--- src/inc/pad_ctrl_pkg.sv ---
/*
  Package for the port pad control block: register offsets, reset values, bus widths and carrier structs.
  Assumes an 8-bit port reached over a classic Wishbone slave with 32-bit data.
*/
`default_nettype none
package pad_ctrl_pkg;
  // ==========================================================================
  // Widths
  localparam int unsigned PIN_COUNT  = 8;
  localparam int unsigned ADDR_WIDTH = 4;
  localparam int unsigned DATA_WIDTH = 32;
  localparam int unsigned SEL_WIDTH  = 4;

  // ==========================================================================
  // Register byte addresses
  localparam logic [ADDR_WIDTH-1:0] PULLUP_OFFSET = 4'h0;
  localparam logic [ADDR_WIDTH-1:0] SLEW_OFFSET   = 4'h4;
  localparam logic [ADDR_WIDTH-1:0] DRIVE_OFFSET  = 4'h8;
  localparam logic [ADDR_WIDTH-1:0] FILTER_OFFSET = 4'hc;

  // ==========================================================================
  // Reset values
  localparam logic [PIN_COUNT-1:0] PULLUP_RESET = 8'h00;
  localparam logic [PIN_COUNT-1:0] SLEW_RESET   = 8'h00;
  localparam logic [PIN_COUNT-1:0] DRIVE_RESET  = 8'h00;
  localparam logic [PIN_COUNT-1:0] FILTER_RESET = 8'hff;

  // Read data for an unmapped address.
  localparam logic [DATA_WIDTH-1:0] UNMAPPED_DATA = 32'h00000000;

  // ==========================================================================
  // Carriers
  typedef struct packed {
    logic                  cyc;
    logic                  stb;
    logic                  we;
    logic [ADDR_WIDTH-1:0] adr;
    logic [SEL_WIDTH-1:0]  sel;
    logic [DATA_WIDTH-1:0] dat;
  } wb_req_t;

  typedef struct packed {
    logic [PIN_COUNT-1:0] pullup_on;
    logic [PIN_COUNT-1:0] slew_limit_on;
    logic [PIN_COUNT-1:0] high_drive_on;
    logic [PIN_COUNT-1:0] filter_on;
  } pad_ctrl_t;
endpackage
`default_nettype wire

--- src/pad_byte_reg.sv ---
/*
  One 8-bit software register with a byte-lane write strobe.
  Assumes the write strobe is already qualified by the bus decode and clock enable.
*/
`timescale 1ns/1ps
`default_nettype none
module pad_byte_reg #(
  parameter int unsigned             WIDTH      = 8,
  parameter logic [WIDTH-1:0]        RESET_VALUE = '0
) (
  input  wire logic             core_clk,
  input  wire logic             rst,
  input  wire logic             wr_en,
  input  wire logic [WIDTH-1:0] wr_data,
  output logic      [WIDTH-1:0] value
);
  logic [WIDTH-1:0] value_reg;
  logic [WIDTH-1:0] value_next;

  // ==========================================================================
  // Storage
  always_comb begin
    value_next = value_reg;
    if (wr_en) begin
      value_next = wr_data;
    end
  end

  always_ff @(posedge core_clk) begin
    if (rst) begin
      value_reg <= RESET_VALUE;
    end else begin
      value_reg <= value_next;
    end
  end

  assign value = value_reg;
endmodule // pad_byte_reg
`default_nettype wire

--- src/pad_gate.sv ---
/*
  Per-pin gating of pad settings by direction and ownership.
  Assumes ownership inputs are on the core clock domain.
*/
`timescale 1ns/1ps
`default_nettype none
module pad_gate (
  input  wire logic pullup_bit,
  input  wire logic slew_bit,
  input  wire logic drive_bit,
  input  wire logic filter_bit,
  input  wire logic pin_direction,
  input  wire logic periph_drives,
  input  wire logic analog_owns,
  output logic      pullup_on,
  output logic      slew_limit_on,
  output logic      high_drive_on,
  output logic      filter_on
);
  logic is_output;

  // ==========================================================================
  // Gating
  // Analog ownership disables every digital setting, so it is checked first.
  assign is_output     = (pin_direction | periph_drives) & ~analog_owns;
  assign pullup_on     = pullup_bit & ~is_output & ~analog_owns;
  assign slew_limit_on = slew_bit & is_output;
  assign high_drive_on = drive_bit & is_output;
  assign filter_on     = filter_bit & ~analog_owns;
endmodule // pad_gate
`default_nettype wire

--- src/port_pin_pad_control.sv ---
/*
  Pad control for one 8-bit general-purpose port behind a classic Wishbone slave.
  Assumes direction and ownership inputs come from logic on core_clk; outputs feed the pad ring.
*/
`timescale 1ns/1ps
`default_nettype none
// How it works
// Each pin has a pull-up bit, 1 turns its pull-up on and 0 turns it off.
// A pin set as output never has its pull-up on.
// Each pin has a slew-limit bit, 1 enables slew limiting and 0 disables it.
// On an input pin the slew-limit bit changes nothing.
// Each pin has a drive bit, 0 selects low drive and 1 high drive.
// Each pin has a filter bit, 1 enables its input low-pass filter and 0 disables it.
// Filter bits are set by reset and only a software clear turns a filter off; filter_on is also held off while analog_owns is set.
// Reset clears the pull-up, slew-limit and drive registers to zero.
// A pin driven out by a peripheral never has its pull-up on.
// A pin owned by an analog function never has its pull-up on.
// Direction 0 makes a pin an input with driver off, 1 turns the driver on.
// Each register reads back its last written value, all eight bits updated together.
module port_pin_pad_control #(
  parameter int unsigned PINS = pad_ctrl_pkg::PIN_COUNT
) (
  input  wire logic                                   core_clk,
  input  wire logic                                   rst,
  input  wire logic                                   clk_en,
  input  wire logic                                   wb_cyc_i,
  input  wire logic                                   wb_stb_i,
  input  wire logic                                   wb_we_i,
  input  wire logic [pad_ctrl_pkg::ADDR_WIDTH-1:0]    wb_adr_i,
  input  wire logic [pad_ctrl_pkg::SEL_WIDTH-1:0]     wb_sel_i,
  input  wire logic [pad_ctrl_pkg::DATA_WIDTH-1:0]    wb_dat_i,
  output logic      [pad_ctrl_pkg::DATA_WIDTH-1:0]    wb_dat_o,
  output logic                                        wb_ack_o,
  input  wire logic [PINS-1:0]                        pin_direction,
  input  wire logic [PINS-1:0]                        periph_drives,
  input  wire logic [PINS-1:0]                        analog_owns,
  output logic      [PINS-1:0]                        pullup_on,
  output logic      [PINS-1:0]                        slew_limit_on,
  output logic      [PINS-1:0]                        high_drive_on,
  output logic      [PINS-1:0]                        filter_on
);
  pad_ctrl_pkg::wb_req_t req;
  logic                  access;
  logic                  wr_lane0;
  logic                  hit_pullup;
  logic                  hit_slew;
  logic                  hit_drive;
  logic                  hit_filter;
  logic [PINS-1:0]       pullup_enable;
  logic [PINS-1:0]       slew_limit_enable;
  logic [PINS-1:0]       drive_strength_select;
  logic [PINS-1:0]       input_filter_enable;
  logic                  ack_reg;
  logic                  ack_next;
  logic [pad_ctrl_pkg::DATA_WIDTH-1:0] rdata_reg;
  logic [pad_ctrl_pkg::DATA_WIDTH-1:0] rdata_next;

  // ==========================================================================
  // Bus decode
  assign req = '{cyc: wb_cyc_i, stb: wb_stb_i, we: wb_we_i, adr: wb_adr_i, sel: wb_sel_i, dat: wb_dat_i};
  // A request is taken once; ack_reg blocks a second take while it is answered.
  assign access     = req.cyc & req.stb & ~ack_reg & clk_en;
  assign wr_lane0   = access & req.we & req.sel[0];
  assign hit_pullup = (req.adr == pad_ctrl_pkg::PULLUP_OFFSET);
  assign hit_slew   = (req.adr == pad_ctrl_pkg::SLEW_OFFSET);
  assign hit_drive  = (req.adr == pad_ctrl_pkg::DRIVE_OFFSET);
  assign hit_filter = (req.adr == pad_ctrl_pkg::FILTER_OFFSET);

  // ==========================================================================
  // Registers
  pad_byte_reg #(.WIDTH(PINS), .RESET_VALUE(pad_ctrl_pkg::PULLUP_RESET)) u_pullup (
    .core_clk (core_clk),
    .rst      (rst),
    .wr_en    (wr_lane0 & hit_pullup),
    .wr_data  (req.dat[PINS-1:0]),
    .value    (pullup_enable)
  );

  pad_byte_reg #(.WIDTH(PINS), .RESET_VALUE(pad_ctrl_pkg::SLEW_RESET)) u_slew (
    .core_clk (core_clk),
    .rst      (rst),
    .wr_en    (wr_lane0 & hit_slew),
    .wr_data  (req.dat[PINS-1:0]),
    .value    (slew_limit_enable)
  );

  pad_byte_reg #(.WIDTH(PINS), .RESET_VALUE(pad_ctrl_pkg::DRIVE_RESET)) u_drive (
    .core_clk (core_clk),
    .rst      (rst),
    .wr_en    (wr_lane0 & hit_drive),
    .wr_data  (req.dat[PINS-1:0]),
    .value    (drive_strength_select)
  );

  // Filters come out of reset enabled so a noisy pin is filtered before software runs.
  pad_byte_reg #(.WIDTH(PINS), .RESET_VALUE(pad_ctrl_pkg::FILTER_RESET)) u_filter (
    .core_clk (core_clk),
    .rst      (rst),
    .wr_en    (wr_lane0 & hit_filter),
    .wr_data  (req.dat[PINS-1:0]),
    .value    (input_filter_enable)
  );

  // ==========================================================================
  // Acknowledge and read data
  always_comb begin
    ack_next   = ack_reg;
    rdata_next = rdata_reg;
    if (clk_en) begin
      ack_next = access;
      if (access & ~req.we) begin
        unique case (1'b1)
          hit_pullup: rdata_next = {{(pad_ctrl_pkg::DATA_WIDTH-PINS){1'b0}}, pullup_enable};
          hit_slew:   rdata_next = {{(pad_ctrl_pkg::DATA_WIDTH-PINS){1'b0}}, slew_limit_enable};
          hit_drive:  rdata_next = {{(pad_ctrl_pkg::DATA_WIDTH-PINS){1'b0}}, drive_strength_select};
          hit_filter: rdata_next = {{(pad_ctrl_pkg::DATA_WIDTH-PINS){1'b0}}, input_filter_enable};
          default:    rdata_next = pad_ctrl_pkg::UNMAPPED_DATA;
        endcase
      end
    end
  end

  always_ff @(posedge core_clk) begin
    if (rst) begin
      ack_reg   <= 1'b0;
      rdata_reg <= pad_ctrl_pkg::UNMAPPED_DATA;
    end else begin
      ack_reg   <= ack_next;
      rdata_reg <= rdata_next;
    end
  end

  assign wb_ack_o = ack_reg;
  assign wb_dat_o = rdata_reg;

  // ==========================================================================
  // Pad gating
  // The pad outputs are combinational from registers and core inputs; the pad ring
  // is expected to tolerate the settling of direction changes within one cycle.
  for (genvar i = 0; i < PINS; i++) begin : g_pin
    pad_gate u_gate (
      .pullup_bit    (pullup_enable[i]),
      .slew_bit      (slew_limit_enable[i]),
      .drive_bit     (drive_strength_select[i]),
      .filter_bit    (input_filter_enable[i]),
      .pin_direction (pin_direction[i]),
      .periph_drives (periph_drives[i]),
      .analog_owns   (analog_owns[i]),
      .pullup_on     (pullup_on[i]),
      .slew_limit_on (slew_limit_on[i]),
      .high_drive_on (high_drive_on[i]),
      .filter_on     (filter_on[i])
    );
  end
endmodule // port_pin_pad_control
`default_nettype wire

--- config.mk ---
export PLATFORM = sky130hd
export DESIGN_NAME = port_pin_pad_control
export DESIGN_NICKNAME = d
export VERILOG_FILES = /design/src/inc/pad_ctrl_pkg.sv /design/src/pad_byte_reg.sv /design/src/pad_gate.sv /design/src/port_pin_pad_control.sv
export SDC_FILE = /design/constraint.sdc
export NUM_CORES = 1
export LEC_CHECK = 0
export ABC_CLOCK_PERIOD_IN_PS = 3100
export BUFFER_PORTS_ARGS = -buffer_cell sky130_fd_sc_hd__clkbuf_2
export CORE_MARGIN = 5
export CORE_UTILIZATION = 51
export CTS_BUF_LIST = sky130_fd_sc_hd__clkbuf_8
export DETAILED_ROUTE_END_ITERATION = 7
export PLACE_DENSITY = 0.95
export RECOVER_POWER = 100
export SYNTH_ARGS = -nofsm -noshare
export SYNTH_HDL_FRONTEND = slang
export SYNTH_SLANG_ARGS = --single-unit
--- constraint.sdc ---
create_clock -name core_clk -period 3.1 [get_ports core_clk]
set_clock_uncertainty 0.2 [all_clocks]
set_input_delay 0.62 -clock core_clk [delete_from_list [all_inputs] [get_ports core_clk]]
set_output_delay 0.62 -clock core_clk [all_outputs]
set_load 0.05 [all_outputs]
==> reports/qor.yml <==
run_status:
  status: "finished, final reports clean"
synthesis:
  synth_ff_type: "dfxtp_1"
  synthCells: 293
  synth_seq_cells: 41
  ys_top_cells_by_area: "dfxtp_1 (31%), mux2i_1 (18%), buf_4 (16%), nand2b_1 (7.8%), nor3b_1 (4.5%)"
  syn_area_per_cell_um2: 9.05
  synth_top_area_share_pct: 30.9
  synth_commonest_cells: "buf_4 (57), mux2i_1 (48), dfxtp_1 (41), nand2b_1 (33), nor2_1 (25)"
  syn_area_um2: 2650
  yosysMostFrequentCell: "buf_4"
  ys_seq_area_share_pct: 30.9
  ys_warn_count: 0
  synth.largest_area_cell: "dfxtp_1"
  synth_edf_count: 0
  synthDistinctLibCells: 26
  synth_async_sr_flop_share_pct: 0
sta:
  rsz0062_at_grt: "false"
  max_freq_mhz: 422
  min_period_ps: 2370
  finalCritPeriodShare_pct: 76.4
  setup_viol: 0
  slew-limit-headroom_pct: 31.1
  setup_tns_ps: 0
  hold_viol: 0
  drv_slew: 0
  worst_pin_slew_ps: 1030
worst_setup_path:
  worstPathArrival_ps: 1550
  slowest_delay_ps: 500
  crit_chain: "clkbuf_2 -> nor4b_1 -> clkbuf_1"
  crit_type: "input port to primary output"
  worstPathRequired_ps: 2280
  cpMaxStageDelayCell: "clkbuf_1"
  cp_max_fo: 4
  crit_path_end_kind: "primary output"
  cp-start-kind: "input port"
clock_network:
  numCtsBuffers: 5
  cts_resized: 0
  cts_max_level: 2
  root_buffer: "clkbuf_8"
  clk_path_buf_depth: 2
  clock-sinks: 41
  clkTransAtPathRegs_ps: 80
  hold_buffers: 0
  cts_tree: "built"
  worstSkewPairLatency_ps: 290
  cts_setup_buffers: 0
pwr:
  ir_worst_vdd_uv: 253
  finalPower_mw: 1.10
  powerDensity_nw_per_um2: 391
  leakagePower_nw: 1.30
min_path:
  hp-class: "register to register"
global_routing:
  grt_pass1_vias: 2000
  grt_antenna_before_repair: 0
  grt_pass1_wl_mm: 9.00
  grt-ovfl-total: 0
  grtUsageTotal_pct: 17.5
  grt_max_degree: 31
route:
  num_vias: 2054
  routed_wl_mm: 5.82
  dr.pass1.iters: 4
  drtIter0Drc: 124
  via_per_inst: 4.99
  drc: 0
  postRouteAntennaNets: 0
  drt-wirelength-per-cell_um: 14.1
finish:
  drive_above_1_share_pct: 16.7
  num_antenna_cells: 0
  area_growth_pct: 5.80
  fin_nets: 411
  final_cells: 412
die:
  die_h_um: 82.1
  initial_core_util_pct: 52.3
  die_w_um: 82.1
  rows: 26
  io-pin-count: 135
  die-area_um2: 6740
  coreArea_um2: 5070
place:
  post-place-cells: 404
  post-dp-hpwl_mm: 4.36
  io_buffers: 83
  place_congestion: 0.707
flow_run:
  maxCapViolCount: 0
worst paths after layout:
kind,cells past startpoint,start,end,slack [ps]
max,3,analog_owns[5],pullup_on[5],730
min,2,u_slew.value[2],u_slew.value[2],300
max reg2reg,3,wb_ack_o,u_filter.value[4],1160
min reg2reg,2,u_slew.value[2],u_slew.value[2],300
cell usage in the layout, fill, tap and decap left out:
| master | count |
|---|---|
| or3_1 | 1 |
| clkinv_2 | 1 |
| clkbuf_8 | 7 |
| o21ai_1 | 1 |
| or3b_1 | 1 |
| clkbuf_2 | 40 |
| o21ai_0 | 15 |
| o22a_2 | 7 |
| and4bb_1 | 1 |
| nand2b_1 | 33 |
| buf_4 | 2 |
| nor3_1 | 1 |
| nand4b_1 | 3 |
| conb_1 | 24 |
| mux2i_1 | 48 |
| nor2b_1 | 16 |
| nor4b_1 | 8 |
| a21oi_1 | 1 |
| nor3b_1 | 16 |
| nand3_1 | 1 |
| nand3b_1 | 1 |
| o22a_1 | 1 |
| and4b_1 | 1 |
| nor2_1 | 25 |
| nand4_1 | 1 |
| clkbuf_1 | 45 |
| dfxtp_1 | 41 |
report_power, final:
part	switching, mW	internal (mW)
clock network	0.179	0.201
logic	0.141	0.0470
registers	0.000854	0.527
total	0.321	0.775
critical path, delay by kind of cell:
kind | cells | cell delay [ps]
AND/OR/NAND/NOR | 1 | 310
buffers and inverters | 2 | 610
area by class of cell:
cell class | count | area, um2
Fill cell | 493 | 2270
Multi-Input combinational cell | 206 | 1410
Sequential cell | 41 | 821
Timing Repair Buffer | 87 | 384
Clock buffer | 7 | 96.3
Tap cell | 70 | 87.6
Clock inverter | 1 | 5.00
cell families after synthesis:
family	share of synthesized area (%)
buf+inv	18.3
mux	18.1
other cells	0.141
simple gates	26.3
compound gates	6.18
flops	30.9
through the flow:
| stage | hold slack, ps | utilization, % | worst slack, ps | cell area (um2) |
|---|---|---|---|---|
| floorplan | 260 | - | 1150 | 2740 |
| global placement | 278 | 54.9 | 895 | 2790 |
| detailed placement | 287 | 54.9 | 887 | 2790 |
| CTS | 299 | 56.9 | 897 | 2890 |
| global route | 312 | 55.3 | 656 | 2810 |
| finish | 297 | 55.3 | 733 | 2810 |
metal layers:
metal | track usage [%] | share of wire (%) | vias up
met1 | 21.0 | 44 | 948
met4 | 5.48 | 1.2 | 0
met3 | 4.45 | 8.1 | 7
li1 | - | - | 1022
met5 | 0 | 0 | -
met2 | 30.4 | 47 | 77
Power figures use the tool's default switching activity.
